<file path="config.mk">
export PLATFORM = sky130hd
export DESIGN_NAME = pdc_top
export DESIGN_NICKNAME = d
export VERILOG_FILES = /design/src/rtl/pdc_pkg.sv /design/src/rtl/pdc_word_if.sv /design/src/rtl/pdc_shift.sv /design/src/rtl/pdc_top.sv
export VERILOG_INCLUDE_DIRS = /design/src /design/src/rtl
export SDC_FILE = /design/constraint.sdc
export NUM_CORES = 1
export LEC_CHECK = 0
export ABC_AREA = 1
export BUFFER_PORTS_ARGS = -buffer_cell sky130_fd_sc_hd__buf_4
export CAP_MARGIN = 20
export CORE_UTILIZATION = 25
export CTS_BUF_LIST = sky130_fd_sc_hd__clkbuf_16
export DETAILED_ROUTE_END_ITERATION = 8
export MAX_ROUTING_LAYER = met4
export PLACE_DENSITY = 0.48
export SETUP_SLACK_MARGIN = 0.1
export SLEW_MARGIN = 20
export SYNTH_ARGS = -nofsm -noshare
export SYNTH_HDL_FRONTEND = slang
export SYNTH_SLANG_ARGS = --single-unit
</file>
<file path="constraint.sdc">
create_clock -name mclk -period 7.3 [get_ports mclk]
set_input_delay 0.365 -clock mclk [delete_from_list [all_inputs] [get_ports mclk]]
set_output_delay 0.365 -clock mclk [all_outputs]
set_load 0.01 [all_outputs]
</file>
<file path="src/rtl/pdc_regs.svh">
/*
 * Field positions, control codes, reset values and limits of the divider
 * configuration words. Included by bare name; definitions only.
 */
`ifndef PDC_REGS_SVH
`define PDC_REGS_SVH

// ----------------------------------------------------------------
// Serial word framing
// ----------------------------------------------------------------
`define PDC_WORD_W 24
`define PDC_BITS_FULL 5'h18
`define PDC_CTRL_REF 4'h3
`define PDC_CTRL_AUX 4'h5

// ----------------------------------------------------------------
// Field positions
// ----------------------------------------------------------------
`define PDC_MAIN_N_MSB 23
`define PDC_MAIN_N_LSB 13
`define PDC_REF_PD_BIT 23
`define PDC_REF_P_BIT 22
`define PDC_REF_R_MSB 21
`define PDC_REF_R_LSB 16
`define PDC_AUX_PD_BIT 23
`define PDC_AUX_N_MSB 22
`define PDC_AUX_N_LSB 4

// ----------------------------------------------------------------
// Reset values
// ----------------------------------------------------------------
`define PDC_RST_MAIN_N 11'h000
`define PDC_RST_REF_R 6'h01
`define PDC_RST_P 1'b0
`define PDC_RST_MAIN_PD 1'b1
`define PDC_RST_AUX_N 19'h00000
`define PDC_RST_AUX_PD 1'b1

// ----------------------------------------------------------------
// Divide limits
// ----------------------------------------------------------------
`define PDC_P1_MIN 11'h061
`define PDC_P1_MAX 11'h7fd
`define PDC_P1_GAP_LO 11'h0e3
`define PDC_P1_GAP_HI 11'h0e6
`define PDC_P0_MIN 11'h031
`define PDC_P0_MAX 11'h3ff
`define PDC_AUX8_LAST_BAD 19'h00017
`define PDC_AUX16_LAST_BAD 19'h0002f

`endif

</file>
<file path="src/rtl/pdc_pkg.sv">
/*
 * Types shared by the divider configuration block.
 * Assumes the constants header is included where numbers are needed.
 */
package pdc_pkg;

    typedef logic [23:0] pdc_word_t;

    // Modulator order as delivered by the synthesizer core
    typedef enum logic [1:0] {
        pdc_ord_int = 2'h0,
        pdc_ord_2nd = 2'h1,
        pdc_ord_3rd = 2'h2,
        pdc_ord_4th = 2'h3
    } pdc_order_t;

endpackage

</file>
<file path="src/rtl/pdc_word_if.sv">
/*
 * Carrier for complete serial words from the shifter to the register bank.
 * Assumes both ends run on the same clock.
 */
`timescale 1ns/1ns

interface pdc_word_if;
    pdc_pkg::pdc_word_t word;
    logic word_valid;

    modport src (output word, output word_valid);
    modport snk (input word, input word_valid);
endinterface

</file>
<file path="src/rtl/pdc_shift.sv">
/*
 * Three-wire serial shifter: MSB first on serial clock rise, word handed on
 * at latch rise. Assumes pins are already synchronous to mclk.
 */
`timescale 1ns/1ns
`include "pdc_regs.svh"

module pdc_shift
(
    input wire logic mclk,
    input wire logic rst,
    input wire logic clk_en,
    input wire logic ser_clk,
    input wire logic ser_data,
    input wire logic ser_latch,
    pdc_word_if.src out
);

    // ----------------------------------------------------------------
    // Shift state
    // ----------------------------------------------------------------
    logic [23:0] shreg;
    logic [23:0] next_shreg;
    logic [4:0] bit_cnt;
    logic [4:0] next_bit_cnt;
    logic clk_d;
    logic latch_d;
    logic [23:0] word_q;
    logic [23:0] next_word_q;
    logic valid_q;
    logic next_valid_q;

    always_comb
    begin
        next_shreg = shreg;
        next_bit_cnt = bit_cnt;
        next_word_q = word_q;
        next_valid_q = 1'b0;
        // Latch edge wins over a coincident clock edge
        if (ser_latch && !latch_d)
        begin
            if (bit_cnt == `PDC_BITS_FULL)
            begin
                next_word_q = shreg;
                next_valid_q = 1'b1;
            end
            next_bit_cnt = 5'h00;
        end
        else if (ser_clk && !clk_d)
        begin
            next_shreg = {shreg[22:0], ser_data};
            if (bit_cnt != `PDC_BITS_FULL)
            begin
                next_bit_cnt = bit_cnt + 5'h01;
            end
        end
    end

    always_ff @(posedge mclk or posedge rst)
    begin
        if (rst)
        begin
            shreg <= 24'h000000;
            bit_cnt <= 5'h00;
            clk_d <= 1'b0;
            latch_d <= 1'b0;
            word_q <= 24'h000000;
            valid_q <= 1'b0;
        end
        else if (clk_en)
        begin
            shreg <= next_shreg;
            bit_cnt <= next_bit_cnt;
            clk_d <= ser_clk;
            latch_d <= ser_latch;
            word_q <= next_word_q;
            valid_q <= next_valid_q;
        end
    end

    assign out.word = word_q;
    assign out.word_valid = valid_q;

endmodule // pdc_shift

</file>
<file path="src/rtl/pdc_top.sv">
/*
 * Main and auxiliary divider configuration bank fed by a three-wire serial
 * port, with power-down precedence. Assumes synchronous pins and that the
 * modulator order, auto power-up and aux prescaler select come from the core.
 */
// Overview of operation
// Larger prescaler: divide word splits 6/3/2; legal 97 to 2045.
// Host avoids 227-230 with fourth order modulator and larger prescaler.
// Reference divider divides by its 6-bit word, 1 to 63.
// Prescaler select 0 picks 16/17/20/21, 1 picks 32/33/36/37.
// Main power-down 0 without override: main loop runs.
// Main power-down 1 without override: loop off, charge pump floats.
// Chip enable low forces main loop down above everything.
// Chip enable high and auto power-up: main loop up regardless.
// Otherwise main power-down bit decides.
// 8/9 aux prescaler: low 3 bits swallow; up to 23 prohibited.
// 16/17 aux prescaler: low 4 bits swallow; up to 47 prohibited.
// Host uses only listed low aux values; higher values all legal.
// Main ratio is modulus times cycle plus four middle plus low.
// Aux power-down 0 runs aux loop; 1 stops it, pump floats.
// Auto power-up and main divide write clear aux power-down.
// Low control bits 0011 and 0101 route words to their registers.
// Settings change only after a whole latched 24-bit word.
`timescale 1ns/1ns
`include "pdc_regs.svh"

module pdc_top
(
    input wire logic mclk,
    input wire logic rst,
    input wire logic clk_en,
    input wire logic ser_clk,
    input wire logic ser_data,
    input wire logic ser_latch,
    input wire logic chip_enable,
    input wire logic auto_power_up,
    input wire logic aux_prescaler_select,
    input wire pdc_pkg::pdc_order_t modulator_order,
    output logic [10:0] main_feedback_divide,
    output logic [5:0] main_cycle_count,
    output logic [2:0] main_middle_count,
    output logic [1:0] main_low_count,
    output logic [11:0] main_divide_ratio,
    output logic main_divide_legal,
    output logic main_prescaler_select,
    output logic [5:0] main_reference_divide,
    output logic main_loop_on,
    output logic main_cp_hiz,
    output logic [18:0] aux_divide,
    output logic [15:0] aux_main_count,
    output logic [3:0] aux_swallow_count,
    output logic aux_divide_legal,
    output logic aux_loop_on,
    output logic aux_cp_hiz
);

    // ----------------------------------------------------------------
    // Serial front end
    // ----------------------------------------------------------------
    pdc_word_if word_bus ();

    pdc_shift u_shift
    (
        .mclk(mclk),
        .rst(rst),
        .clk_en(clk_en),
        .ser_clk(ser_clk),
        .ser_data(ser_data),
        .ser_latch(ser_latch),
        .out(word_bus.src)
    );

    // ----------------------------------------------------------------
    // Configuration registers
    // ----------------------------------------------------------------
    logic [10:0] main_n;
    logic [10:0] next_main_n;
    logic [5:0] ref_r;
    logic [5:0] next_ref_r;
    logic presc_p;
    logic next_presc_p;
    logic main_power_down;
    logic next_main_power_down;
    logic [18:0] aux_n;
    logic [18:0] next_aux_n;
    logic aux_power_down;
    logic next_aux_power_down;
    pdc_pkg::pdc_word_t w;

    always_comb
    begin
        w = word_bus.word;
        next_main_n = main_n;
        next_ref_r = ref_r;
        next_presc_p = presc_p;
        next_main_power_down = main_power_down;
        next_aux_n = aux_n;
        next_aux_power_down = aux_power_down;
        if (word_bus.word_valid)
        begin
            // Main divide word is the only one flagged by a clear bit 0
            if (!w[0])
            begin
                next_main_n = w[`PDC_MAIN_N_MSB:`PDC_MAIN_N_LSB];
                if (auto_power_up)
                begin
                    next_aux_power_down = 1'b0;
                end
            end
            else if (w[3:0] == `PDC_CTRL_REF)
            begin
                next_main_power_down = w[`PDC_REF_PD_BIT];
                next_presc_p = w[`PDC_REF_P_BIT];
                next_ref_r = w[`PDC_REF_R_MSB:`PDC_REF_R_LSB];
            end
            else if (w[3:0] == `PDC_CTRL_AUX)
            begin
                next_aux_power_down = w[`PDC_AUX_PD_BIT];
                next_aux_n = w[`PDC_AUX_N_MSB:`PDC_AUX_N_LSB];
            end
        end
    end

    always_ff @(posedge mclk or posedge rst)
    begin
        if (rst)
        begin
            main_n <= `PDC_RST_MAIN_N;
            ref_r <= `PDC_RST_REF_R;
            presc_p <= `PDC_RST_P;
            main_power_down <= `PDC_RST_MAIN_PD;
            aux_n <= `PDC_RST_AUX_N;
            aux_power_down <= `PDC_RST_AUX_PD;
        end
        else if (clk_en)
        begin
            main_n <= next_main_n;
            ref_r <= next_ref_r;
            presc_p <= next_presc_p;
            main_power_down <= next_main_power_down;
            aux_n <= next_aux_n;
            aux_power_down <= next_aux_power_down;
        end
    end

    // ----------------------------------------------------------------
    // Derived divider and power outputs
    // ----------------------------------------------------------------
    logic [11:0] next_ratio;
    logic next_main_legal;
    logic [15:0] next_aux_main;
    logic [3:0] next_aux_swallow;
    logic next_aux_legal;
    logic next_main_on;
    logic next_aux_on;

    always_comb
    begin
        // shift by 5 or 4 stands for the 32 or 16 base modulus
        next_ratio = (presc_p ? {1'b0, main_n[10:5], 5'h00} : {2'h0, main_n[10:5], 4'h0})
            + {7'h00, main_n[4:2], 2'h0} + {10'h000, main_n[1:0]};
        if (presc_p)
        begin
            next_main_legal = (main_n >= `PDC_P1_MIN) && (main_n <= `PDC_P1_MAX)
                && !((modulator_order == pdc_pkg::pdc_ord_4th)
                && (main_n >= `PDC_P1_GAP_LO) && (main_n <= `PDC_P1_GAP_HI));
        end
        else
        begin
            next_main_legal = (main_n >= `PDC_P0_MIN) && (main_n <= `PDC_P0_MAX);
        end
        if (aux_prescaler_select)
        begin
            next_aux_swallow = aux_n[3:0];
            next_aux_main = {1'b0, aux_n[18:4]};
            next_aux_legal = aux_n > `PDC_AUX16_LAST_BAD;
        end
        else
        begin
            next_aux_swallow = {1'b0, aux_n[2:0]};
            next_aux_main = aux_n[18:3];
            next_aux_legal = aux_n > `PDC_AUX8_LAST_BAD;
        end
        // Chip enable first, then auto power-up, then the bit itself
        next_main_on = chip_enable && (auto_power_up || !main_power_down);
        next_aux_on = chip_enable && !aux_power_down;
    end

    always_ff @(posedge mclk or posedge rst)
    begin
        if (rst)
        begin
            main_feedback_divide <= `PDC_RST_MAIN_N;
            main_cycle_count <= 6'h00;
            main_middle_count <= 3'h0;
            main_low_count <= 2'h0;
            main_divide_ratio <= 12'h000;
            main_divide_legal <= 1'b0;
            main_prescaler_select <= `PDC_RST_P;
            main_reference_divide <= `PDC_RST_REF_R;
            main_loop_on <= 1'b0;
            main_cp_hiz <= 1'b1;
            aux_divide <= `PDC_RST_AUX_N;
            aux_main_count <= 16'h0000;
            aux_swallow_count <= 4'h0;
            aux_divide_legal <= 1'b0;
            aux_loop_on <= 1'b0;
            aux_cp_hiz <= 1'b1;
        end
        else if (clk_en)
        begin
            main_feedback_divide <= main_n;
            main_cycle_count <= main_n[10:5];
            main_middle_count <= main_n[4:2];
            main_low_count <= main_n[1:0];
            main_divide_ratio <= next_ratio;
            main_divide_legal <= next_main_legal;
            main_prescaler_select <= presc_p;
            main_reference_divide <= ref_r;
            main_loop_on <= next_main_on;
            main_cp_hiz <= !next_main_on;
            aux_divide <= aux_n;
            aux_main_count <= next_aux_main;
            aux_swallow_count <= next_aux_swallow;
            aux_divide_legal <= next_aux_legal;
            aux_loop_on <= next_aux_on;
            aux_cp_hiz <= !next_aux_on;
        end
    end

endmodule // pdc_top

</file>
* Word-level counts from Yosys, hierarchy flattened
Index checks and enable logic that the tools add are counted.
** Operators by class
- Add/subtract/negate cells :: 3
- Order comparisons :: 8
- Eq/ne operators :: 7
- Multiplexer cells :: 14
- Bitwise operators :: 3
- Reduce and logical (&&, ||, !) cells :: 27
** Operator list (number)
- > comparator 19 x 5 -> 1 bit, second input constant :: 1
- > comparator 19 x 6 -> 1 bit, second input constant :: 1
- 2-to-1 mux 16 bit :: 1
- 2-to-1 mux 5 bit :: 3
- adder 11 x 5 -> 12 bit :: 1
- adder 12 x 2 -> 12 bit :: 1
- AND reduction 3 bit :: 4
- greater-or-equal comparator 11 x 6 -> 1 bit, second input constant :: 1
- greater-or-equal comparator 11 x 7 -> 1 bit, second input constant :: 1
- greater-or-equal comparator 11 x 8 -> 1 bit, second input constant :: 1
- less-or-equal comparator 11 x 10 -> 1 bit, second input constant :: 1
- less-or-equal comparator 11 bit, second input constant :: 1
- less-or-equal comparator 11 x 8 -> 1 bit, second input constant :: 1
- 2-to-1 mux 11 bit :: 1
- AND reduction 5 bit :: 2
- logical AND 1 bit :: 9
- 2-to-1 mux 1 bit :: 8
- zero test 1 bit :: 7
- nonzero test 2 bit :: 3
- adder 5 x 1 -> 5 bit, second input constant :: 1
- == test 5 bit, second input constant :: 1
- != test 5 bit, second input constant :: 1
- == test 4 x 2 -> 1 bit, second input constant :: 1
- == test 4 x 3 -> 1 bit, second input constant :: 1
- other kinds (6) :: 9
** Word-level totals
- Flip-flop bits (word level) :: 181
- Output and inout port bits :: 86

* Logic depth before layout (Yosys ltp)
Gate-level depths: netlist of the first run.
- Depth in word-level cells :: 6
- Gate-level depth with buffers :: 12
- Gate-level depth less buffers :: 12

* Cells and area by module
A second synthesis of the first run with hierarchy kept.
** Unflattened totals
- Cells, all modules :: 790
- Area, all modules :: 7161.9 µm²
** By module, submodules not included
- pdc_top :: instances 1, cells each 545, area each 4792.1 µm², sequential area each 2685.1 µm²
- pdc_shift :: instances 1, cells each 245, area each 2369.8 µm², sequential area each 1401.3 µm²

* Worst setup path before layout of the first run
Ideal clock, no wire load.
- Path kind :: reg2reg
- From :: reg presc_p
- To :: reg main_divide_ratio[10]
- Data arrival time :: 1.523 ns
- Setup slack :: 5.661 ns
- Stages on the path, launching flop included :: 12
- Buffers on the path :: 1
- Period minus slack after synthesis :: 1.639 ns
- Path through :: dfrtp_1 buf_6 nor2_1 ha_1 ha_1 inv_1 nor2_2 nand2_1 nor2_2 nand2_1 nand2_1 nand2_1
** On the way
- Word-level cells in the longest chain between the ends :: 3
** Ends and longest elaborated chain
- start: declaration :: line pdc_top.sv:80 : logic presc_p;
- start signal: assignment :: line pdc_top.sv:130 : presc_p <= `PDC_RST_P;
- start signal: assignment :: line pdc_top.sv:139 : presc_p <= next_presc_p;
- 2-to-1 mux 11 bit :: line pdc_top.sv:160 : next_ratio = (presc_p ? {1'b0, main_n[10:5], 5'h00} : {2'h0, main_n[10:5], 4'h0})
- adder 11 x 5 -> 12 bit :: line pdc_top.sv:161 : + {7'h00, main_n[4:2], 2'h0} + {10'h000, main_n[1:0]};
- adder 12 x 2 -> 12 bit :: line pdc_top.sv:161
- end signal: assignment :: line pdc_top.sv:216 : main_divide_ratio <= next_ratio;
- end: declaration :: line pdc_top.sv:43 : output logic [11:0] main_divide_ratio,
No other way between the ends.
A chain may end at the register's enable or synchronous reset.

* Worst setup path after layout of the first run
Same ends and word-level chain as after synthesis.

==> run_results.csv, run 1 <==
group,metric,value,unit
timing,final.min_clock_period,1.826,ns
timing,tightest_slew,0.9774,ns
finish,layout-drive-gt1-share,0.2019,
clocking,clkTransAtPathRegs,0.07,ns
global_route,grt.overflow.total,0,
power_and_ir_drop,comb_power_share,0.088,
run_status,run_status,"finished clean",
power_and_ir_drop,vdd_drop_max,0.1550,mV
timing,min_period_over_period,0.2501,
drt,wl_per_cell,12.61,um
power_and_ir_drop,power.leakage,0.004124,uW
yosys,ys_seq_elements,163,
placement,gp_congestion,0.7491,
timing,setup_viol,0,
setup_path,slowest_stage,"dfrtp_1",
timing,rsz0062_at_grt,"false",
setup_path,start_kind,"flop",
finish,area_delta_synth_final,21.62,%
floorplan,die_area,28450,um^2
clocking,h-tree-depth,4,
yosys,synthesis.area,6944,um^2
global_route,grt_pass1_vias,5011,
clocking,clockRootBuffer,"clkbuf_16",
yosys,avgSynthCellArea,8.937,um^2
clocking,ctsHoldBuffers,0,
yosys,synthArstFlopShare,1.000,
clocking,cts_tree,"done",
drt,ant_nets,0,
power_and_ir_drop,p_sw,526.1,uW
floorplan,die_h,168.7,um
setup_path,rr_startpoint,"presc_p",
setup_path,end_kind,"flop",
timing,finalClockSkew,0.01125,ns
clocking,cts_setup_buffers,0,
setup_path,worstPathRequired,7.62,ns
clocking,clk_latency,0.43,ns
drt,drt_iter0_drc,306,
job,drv_cap,0,
clocking,cts_resized,0,
timing,setup_ws,5.474,ns
yosys,synth_edf_count,0,
timing,setup_tns,0,ns
finish,fin_util,0.3116,
yosys,yosysTopAreaCell,"dfrtp_1",
floorplan,num_rows,60,
floorplan,initial_core_util,0.2562,
floorplan,boundaryPins,97,
clocking,cts_sinks,163,
yosys,seq_area_frac_synth,0.5885,
clocking,clockBufferDepth,2,
setup_path,crit_top_cell,"nand2_1",
drt,vias,5063,
global_route,grt_use_total,0.1196,
yosys,postSynthCellCount,777,
placement,place.detailed.hpwl,10.15,mm
setup_path,slowest_delay,0.58,ns
setup_path,reg2reg_depth,10,
min_path,hold_path.class,"in2async",
clocking,cts_made_buffers,17,
placement,port-buffer-count,96,
finish,num_antenna_cells,0,
floorplan,die_w,168.7,um
power_and_ir_drop,p_per_area,249.0,nW/um^2
yosys,yosysWarnings,0,
global_route,antenna_found_initial,0,
drt,routed_via_density,4.120,
timing,final_hold_viol_count,0,
timing,slew_headroom,0.3484,
finish,num-fill-cells,2860,
setup_path,crit_chain,"nor2_1 > ha_1 > ha_1 > inv_1 > nor2_2 > nand2_1 > nor2_2 > nand2_1 > nand2_1 > nand2_1",
drt,drt_wl_total,15.50,mm
timing,max_freq,0.5476,GHz
drt,dr.pass1.iters,4,
timing,slew_viol_final,0,
yosys,ys.flop_type,"dfrtp_1",
setup_path,rrSetupSlack,5.47,ns
yosys,synth_cell_type_count,38,
setup_path,regToRegEndpoint,"main_divide_ratio[10]",
yosys,synthTopCellsByArea,"dfrtp_1 57%, nand2_1 13%, o21ai_0 7.1%",
power_and_ir_drop,p_int,1577,uW
setup_path,crit_buf_inv,1,
drt,drc_errors,0,
power_and_ir_drop,p_clk_frac,0.428,
global_route,grt_pass1_wl,26.04,mm
floorplan,fp.coreArea,27100,um^2
setup_path,crit_family,"simple AND/OR/NAND/NOR gates",
setup_path,path_max_fanout,16,
placement,pre_cts_ws,4.988,ns
yosys,syn_nets,792,
setup_path,crit_arrival,2.15,ns
yosys,synth_top_area_share,0.5658,
finish,nNetsFinal,860,
setup_path,crit_type,"reg2reg",
power_and_ir_drop,switching_share,0.2502,
global_route,grt_max_degree,88,
power_and_ir_drop,p_seq_frac,0.484,
-- Yosys cell counts, types with 2 or more instances --
library cell / count
ha_1: 4
nor3_1: 2
o21ai_0: 99
nand2_1: 242
buf_2: 8
buf_4: 20
nor2_4: 2
clkbuf_1: 18
nand3_1: 16
a21oi_1: 13
inv_2: 2
nor2_2: 3
mux2_2: 4
o21ai_2: 16
nor2_1: 59
o21ai_1: 17
buf_6: 4
nand2_2: 2
dfrtp_1: 157
dfstp_2: 6
inv_1: 66
-- cell type report --
type,count,area (um^2),area share
flip-flops and latches,163,4086,0.4839
multi-input cells,494,2290,0.2711
repair buffers,100,750.7,0.08889
well taps,372,465.4,0.05511
clock buffers,17,425.4,0.05037
inverters,69,266.5,0.03156
clock inverters,14,161.4,0.01911
-- worst reg2reg max path, delay by kind of cell (launching register included) --
kind	cells	cell delay, ns
adder cells (fa/ha/maj)	2	0.41
buffers and inverters	1	0.05
AND/OR/NAND/NOR	7	0.70
flip-flops	1	0.58
-- sequential cells by signal (all words and copies together), names as in the netlist, 5 cells and up --
| register | flops |
|---|---|
| main_divide_ratio | 8 |
| aux_divide | 19 |
| main_feedback_divide | 11 |
| aux_main_count | 16 |
| main_reference_divide | 6 |
| u_shift.shreg | 24 |
| u_shift.bit_cnt | 5 |
| aux_n | 19 |
| u_shift.out.word | 24 |
| main_n | 11 |
| ref_r | 6 |
-- cells in the final DEF (no fill, tap or decap), types with 4 or more instances in the layout --
cell	netlist	routed
mux2_2	4	4
nor2_1	59	59
dfrtp_1	157	157
ha_1	4	4
clkbuf_16	0	17
o21ai_2	16	16
nand3_1	16	16
nand2_1	242	242
o21ai_0	99	99
o21ai_1	17	17
a21oi_1	13	13
dfstp_2	6	6
inv_6	0	4
buf_4	20	100
inv_1	66	66
-- cells by family (layout without fill, tap and decap cells) --
logic type,Yosys count,in the layout,synth area share
adders and majority gates,4,4,0.007207
DFF,163,163,0.5885
AOI/OAI and AO/OA,150,150,0.1189
and+or+nand+nor,335,335,0.1959
buffers and inverters,120,200,0.08180
muxes,4,4,0.006486
xor gates and xnor gates,1,1,0.001261
-- metal layers --
layer / GRT usage / routed length (um) / vias up
li1: - / - / 2571
met1: 0.1555 / 7530 / 2389
met2: 0.1809 / 7174 / 86
met3: 0.02689 / 539 / 17
met4: 0.04625 / 258 / 0
met5: - / 0 / -
-- power groups by stage --
stage / combinational [uW] / clock, uW / sequential (uW)
final: 186 / 900 / 1020
after global routing: 221 / 958 / 1030
after CTS: 192 / 921 / 1020
after detailed placement: 191 / 0 / 1030
after global placement: 189 / 0 / 1030
after floorplan: 126 / 0 / 1030
-- worst max-delay path by stage --
stage | start | to | slack (ns) | cells past startpoint
4_1_cts | clk_en | aux_divide_legal | 5.44 | 7
3_3_place_gp | clk_en | aux_divide_legal | 4.98 | 7
2_1_floorplan | rst | aux_divide[0] | 2.54 | 1
5_1_grt | clk_en | aux_divide_legal | 5.26 | 7
6_report | presc_p | main_divide_ratio[10] | 5.47 | 10
3_5_place_dp | clk_en | aux_divide_legal | 4.99 | 7
-- per-stage QoR --
step | hold slack [ns] | total power, uW | std cells | instance area, um^2
2_1_floorplan | 0.4426 | 1157 | 777 | 6944
3_3_place_gp | 0.4613 | 1223 | 1198 | 7859
3_5_place_dp | 0.4607 | 1226 | 1198 | 7859
4_1_cts | 0.1275 | 2132 | 1229 | 8446
5_1_grt | 0.1514 | 2207 | 1229 | 8446
6_report | 0.06979 | 2103 | 1229 | 8446
Note: power is estimated with default switching activity, not from simulation.
==> run 2, diff against run 1 <==
Clock period 7.3 ns to 1.7 ns, I/O delays scaled along.
==> run_results.csv, run 2 (synthesis results as in run 1) <==
group,metric,value,unit
setup_path,crit_top_cell,"nand2_1",
power_and_ir_drop,p_clk_frac,0.436,
setup_path,crit_start,"presc_p",
drt,wl_per_cell,12.88,um
clocking,h-tree-depth,4,
timing,max_freq,0.6851,GHz
setup_path,crit_buf_inv,1,
finish,layout-drive-gt1-share,0.2182,
setup_path,regToRegEndpoint,"main_divide_ratio[10]",
timing,slew_viol_final,0,
setup_path,rrSetupSlack,0.24,ns
power_and_ir_drop,comb_power_share,0.092,
drt,vias,5217,
clocking,cts_tree,"done",
clocking,clockBufferDepth,2,
placement,port-buffer-count,96,
floorplan,die_h,168.7,um
drt,drt_wl_total,16.13,mm
floorplan,fp.coreArea,27100,um^2
floorplan,die_area,28450,um^2
timing,setup_viol,0,
power_and_ir_drop,p_per_area,1061,nW/um^2
min_path,hold_path.class,"in2reg",
floorplan,initial_core_util,0.2562,
clocking,cts_sinks,163,
placement,gp_congestion,0.7666,
power_and_ir_drop,p_seq_frac,0.472,
global_route,grt_max_degree,81,
timing,tightest_slew,0.4650,ns
placement,place.detailed.hpwl,10.77,mm
global_route,antenna_found_initial,0,
clocking,clkTransAtPathRegs,0.06,ns
power_and_ir_drop,power,9261,uW
setup_path,reg2reg_depth,10,
setup_path,worstPathRequired,2.02,ns
floorplan,boundaryPins,97,
setup_path,end_kind,"flop",
timing,slew_headroom,0.6900,
setup_path,crit_family,"simple AND/OR/NAND/NOR gates",
setup_path,slowest_delay,0.44,ns
timing,final_hold_viol_count,0,
setup_path,crit_chain,"nor2_2 > ha_2 > ha_1 > inv_1 > nor2_2 > nand2_2 > nor2_4 > nand2_1 > nand2_1 > nand2_1",
timing,final.min_clock_period,1.460,ns
run_status,run_status,"finished clean",
power_and_ir_drop,p_int,6958,uW
clocking,clk_latency,0.43,ns
timing,rsz0062_at_grt,"true",
setup_path,start_kind,"flop",
setup_path,crit_arrival,1.78,ns
global_route,grt_use_total,0.1229,
setup_path,crit_path_end,"main_divide_ratio[10]",
floorplan,num_rows,60,
global_route,grt_pass1_vias,5168,
drt,drc_errors,0,
power_and_ir_drop,vdd_drop_max,0.6981,mV
global_route,grt_pass1_wl,26.80,mm
power_and_ir_drop,power.leakage,0.004251,uW
power_and_ir_drop,p_sw,2304,uW
job,drv_cap,0,
clocking,clockRootBuffer,"clkbuf_16",
timing,setup_tns,0,ns
finish,final_cell_mix,"240 x nand2_1, 156 x dfrtp_1, 110 x buf_4",
global_route,grt.overflow.total,0,
floorplan,die_w,168.7,um
clocking,cts_made_buffers,17,
drt,routed_via_density,4.167,
drt,ant_nets,0,
timing,min_period_over_period,0.8586,
setup_path,path_max_fanout,6,
finish,area_delta_synth_final,25.68,%
drt,dr.pass1.iters,4,
power_and_ir_drop,switching_share,0.2487,
timing,whs,0.03548,ns
timing,finalClockSkew,0.009211,ns
finish,num_antenna_cells,0,
setup_path,rr_startpoint,"presc_p",
setup_path,slowest_stage,"dfrtp_2",
drt,drt_iter0_drc,278,
setup_path,crit_type,"reg2reg",
finish,layout_commonest_cell,"nand2_1",
finish,nNetsFinal,882,
setup_path,cp.depth,10,
[run 2: routing by layer]
layer	wire [um]	track usage	up-vias
met2	7549	0.1953	99
li1	-	-	2617
met4	181	0.03320	0
met3	728	0.03180	17
met5	0	-	-
met1	7672	0.1547	2484
[run 2: worst min-delay path, stage by stage]
cell	delay [ns]
buf_4	0.08
inv_1	0.06
a21oi_1	0.18
nor2_1	0.06
[run 2: how the worst min path moves through the flow]
stage | cells after the start | startpoint | slack (ns) | to
2_1_floorplan | 2 | clk_en | 0.22 | u_shift.clk_d
3_3_place_gp | 3 | rst | 0.24 | aux_swallow_count[3]
3_5_place_dp | 3 | rst | 0.24 | aux_swallow_count[3]
4_1_cts | 4 | auto_power_up | 0.03 | main_cp_hiz
5_1_grt | 4 | auto_power_up | 0.09 | main_cp_hiz
6_report | 4 | auto_power_up | 0.04 | main_cp_hiz
[run 2: metrics by stage]
step / cell area [um^2] / setup slack (ns) / util / cells
final: 8727 / 0.2404 / 0.3220 / 1252
after global routing: 8727 / 0.08983 / 0.3220 / 1252
after CTS: 8688 / 0.1339 / 0.3206 / 1249
after detailed placement: 7993 / 0.1360 / 0.2949 / 1209
after global placement: 7993 / 0.1606 / 0.2949 / 1209
after floorplan: 6950 / -0.4509 / - / 777
[run 2: cell type report]
class / instances / area, um^2
fill: 2844 / 18370
sequential: 163 / 4088
multi-input combinational: 494 / 2307
timing repair buffer: 122 / 985.9
tap: 372 / 465.4
clock buffer: 17 / 425.4
inverter: 69 / 265.3
clock inverter: 15 / 190.2
[run 2: repair_timing]
item,4_1_cts,5_1_grt
gates resized for setup,0,6
setup buffers,0,3
endpoints found under the setup margin,0,11
hold endpoints to repair,163,0
hold buffers,8,0
[run 2: power groups by stage]
stage	combinational [uW]	clock [uW]	sequential, uW
after CTS	879	4120	4370
after global placement	845	0	4430
after floorplan	542	0	4430
final	855	4030	4370
after detailed placement	857	0	4440
after global routing	1010	4290	4420
==> run 3, diff against run 2 <==
Settings changed: MAX_ROUTING_LAYER met4 to default.
==> run_results.csv, run 3 (synthesis results as in run 1) <==
group,metric,value,unit
timing,min_period_over_period,0.8578,
setup_path,crit_chain,"nor2_2 > ha_2 > ha_1 > inv_1 > nor2_2 > nand2_2 > nor2_4 > nand2_1 > nand2_1 > nand2_1",
min_path,hold_depth,4,
job,drv_cap,0,
drt,wl_met1,7.727,mm
drt,route.met3.wl,637,um
drt,wl_per_cell,12.85,um
clocking,clkTransAtPathRegs,0.06,ns
placement,port-buffer-count,96,
timing,max_freq,0.6857,GHz
timing,tightest_slew,0.4374,ns
drt,dr.pass1.iters,5,
finish,area_delta_synth_final,25.68,%
floorplan,die_h,168.7,um
timing,slew_headroom,0.7084,
timing,slew_viol_final,0,
power_and_ir_drop,vdd_drop_max,0.6890,mV
floorplan,die_area,28450,um^2
global_route,grt_max_degree,81,
timing,finalClockSkew,0.009642,ns
clocking,clockBufferDepth,2,
setup_path,crit_arrival,1.77,ns
min_path,holdCritStartpoint,"auto_power_up",
drt,drt_wl_total,16.09,mm
clocking,clk_latency,0.43,ns
finish,nNetsFinal,882,
timing,setup_viol,0,
finish,stdcell_count,1252,
clocking,cts_sinks,163,
setup_path,path_max_fanout,6,
setup_path,crit_family,"simple AND/OR/NAND/NOR gates",
setup_path,regToRegEndpoint,"main_divide_ratio[10]",
clocking,h-tree-depth,4,
setup_path,start_kind,"flop",
global_route,grt_pass1_vias,5166,
global_route,grt_use_total,0.1194,
floorplan,initial_core_util,0.2562,
finish,num-fill-cells,2844,
floorplan,die_w,168.7,um
clocking,clockRootBuffer,"clkbuf_16",
global_route,grt.overflow.total,0,
setup_path,reg2reg_depth,10,
power_and_ir_drop,p_per_area,1061,nW/um^2
min_path,hold_path.class,"in2reg",
drt,routed_via_density,4.186,
placement,place.detailed.hpwl,10.77,mm
clocking,cts_tree,"done",
floorplan,num_rows,60,
setup_path,worstPathRequired,2.01,ns
drt,ant_nets,0,
setup_path,slowest_delay,0.44,ns
global_route,grt_pass1_wl,26.83,mm
clocking,cts_made_buffers,17,
finish,layout-drive-gt1-share,0.2182,
setup_path,end_kind,"flop",
power_and_ir_drop,power,9256,uW
timing,rsz0062_at_grt,"true",
setup_path,crit_buf_inv,1,
finish,final_cell_mix,"240 x nand2_1, 156 x dfrtp_1, 110 x buf_4",
timing,final_hold_viol_count,0,
setup_path,crit_top_cell,"nand2_1",
timing,whs,0.04046,ns
drt,drt_iter0_drc,274,
global_route,antenna_found_initial,0,
finish,num_antenna_cells,0,
drt,vias,5241,
setup_path,rr_startpoint,"presc_p",
setup_path,rrSetupSlack,0.24,ns
min_path,min_to,"main_cp_hiz",
drt,routed.top_layer,"met4",
setup_path,slowest_stage,"dfrtp_2",
run_status,run_status,"finished clean",
finish,layout_commonest_cell,"nand2_1",
placement,gp_congestion,0.7542,
power_and_ir_drop,power.leakage,0.004251,uW
drt,drc_errors,0,
setup_path,crit_type,"reg2reg",
drt,dr_wl_met2,7.564,mm
floorplan,boundaryPins,97,
placement,dpl.cell_count,1209,
timing,final.min_clock_period,1.458,ns
floorplan,fp.coreArea,27100,um^2
run 3: per-layer routing:
metal | track usage | vias up
met5 | 0 | -
met4 | 0.03557 | 0
met3 | 0.03110 | 15
met2 | 0.1955 | 94
met1 | 0.1544 | 2511
li1 | - | 2621
run 3: repair_timing:
item,CTS,global route
hold buffers,8,0
setup buffers,0,3
endpoints found under the hold margin,163,0
resized for setup,0,6
endpoints found under the setup margin,0,11
run 3: report_power, final:
group / internal (uW) / leakage, uW / switching [uW]
registers: 4190 / 0.00214 / 183
logic: 324 / 0.00181 / 531
clock network: 2450 / 0.000297 / 1580
total: 6960 / 0.00425 / 2300
run 3: final cells by class:
class	instances	area (um^2)	share of cell area
multi-input cells	494	2307	0.2644
clock inverters	15	190.2	0.02179
well taps	372	465.4	0.05333
repair buffers	122	985.9	0.1130
clock buffers	17	425.4	0.04875
flip-flops and latches	163	4088	0.4684
inverters	69	265.3	0.03039
run 3: worst reg2reg max path: stages, from the launching register on:
cell	delay [ns]
dfrtp_2	0.44
nor2_2	0.09
ha_2	0.17
ha_1	0.13
inv_1	0.05
nor2_2	0.11
nand2_2	0.09
nor2_4	0.12
nand2_1	0.05
nand2_1	0.05
nand2_1	0.04
run 3: worst max path at each step:
stage / startpoint / endpoint / depth (start not counted)
after CTS: presc_p / main_divide_ratio[10] / 10
after global placement: presc_p / main_divide_ratio[10] / 10
after floorplan: rst / aux_divide[0] / 1
final: presc_p / main_divide_ratio[10] / 10
after global routing: main_n[5] / main_divide_ratio[10] / 11
after detailed placement: presc_p / main_divide_ratio[10] / 10
run 3: per-stage QoR:
stage / utilization / worst slack [ns] / instance area, um^2 / setup TNS [ns]
final: 0.3220 / 0.2417 / 8727 / 0
after global placement: 0.2949 / 0.1606 / 7993 / 0
after floorplan: - / -0.4509 / 6950 / -70.79
after CTS: 0.3206 / 0.1339 / 8688 / 0
after global routing: 0.3220 / 0.08983 / 8727 / 0
after detailed placement: 0.2949 / 0.1360 / 7993 / 0
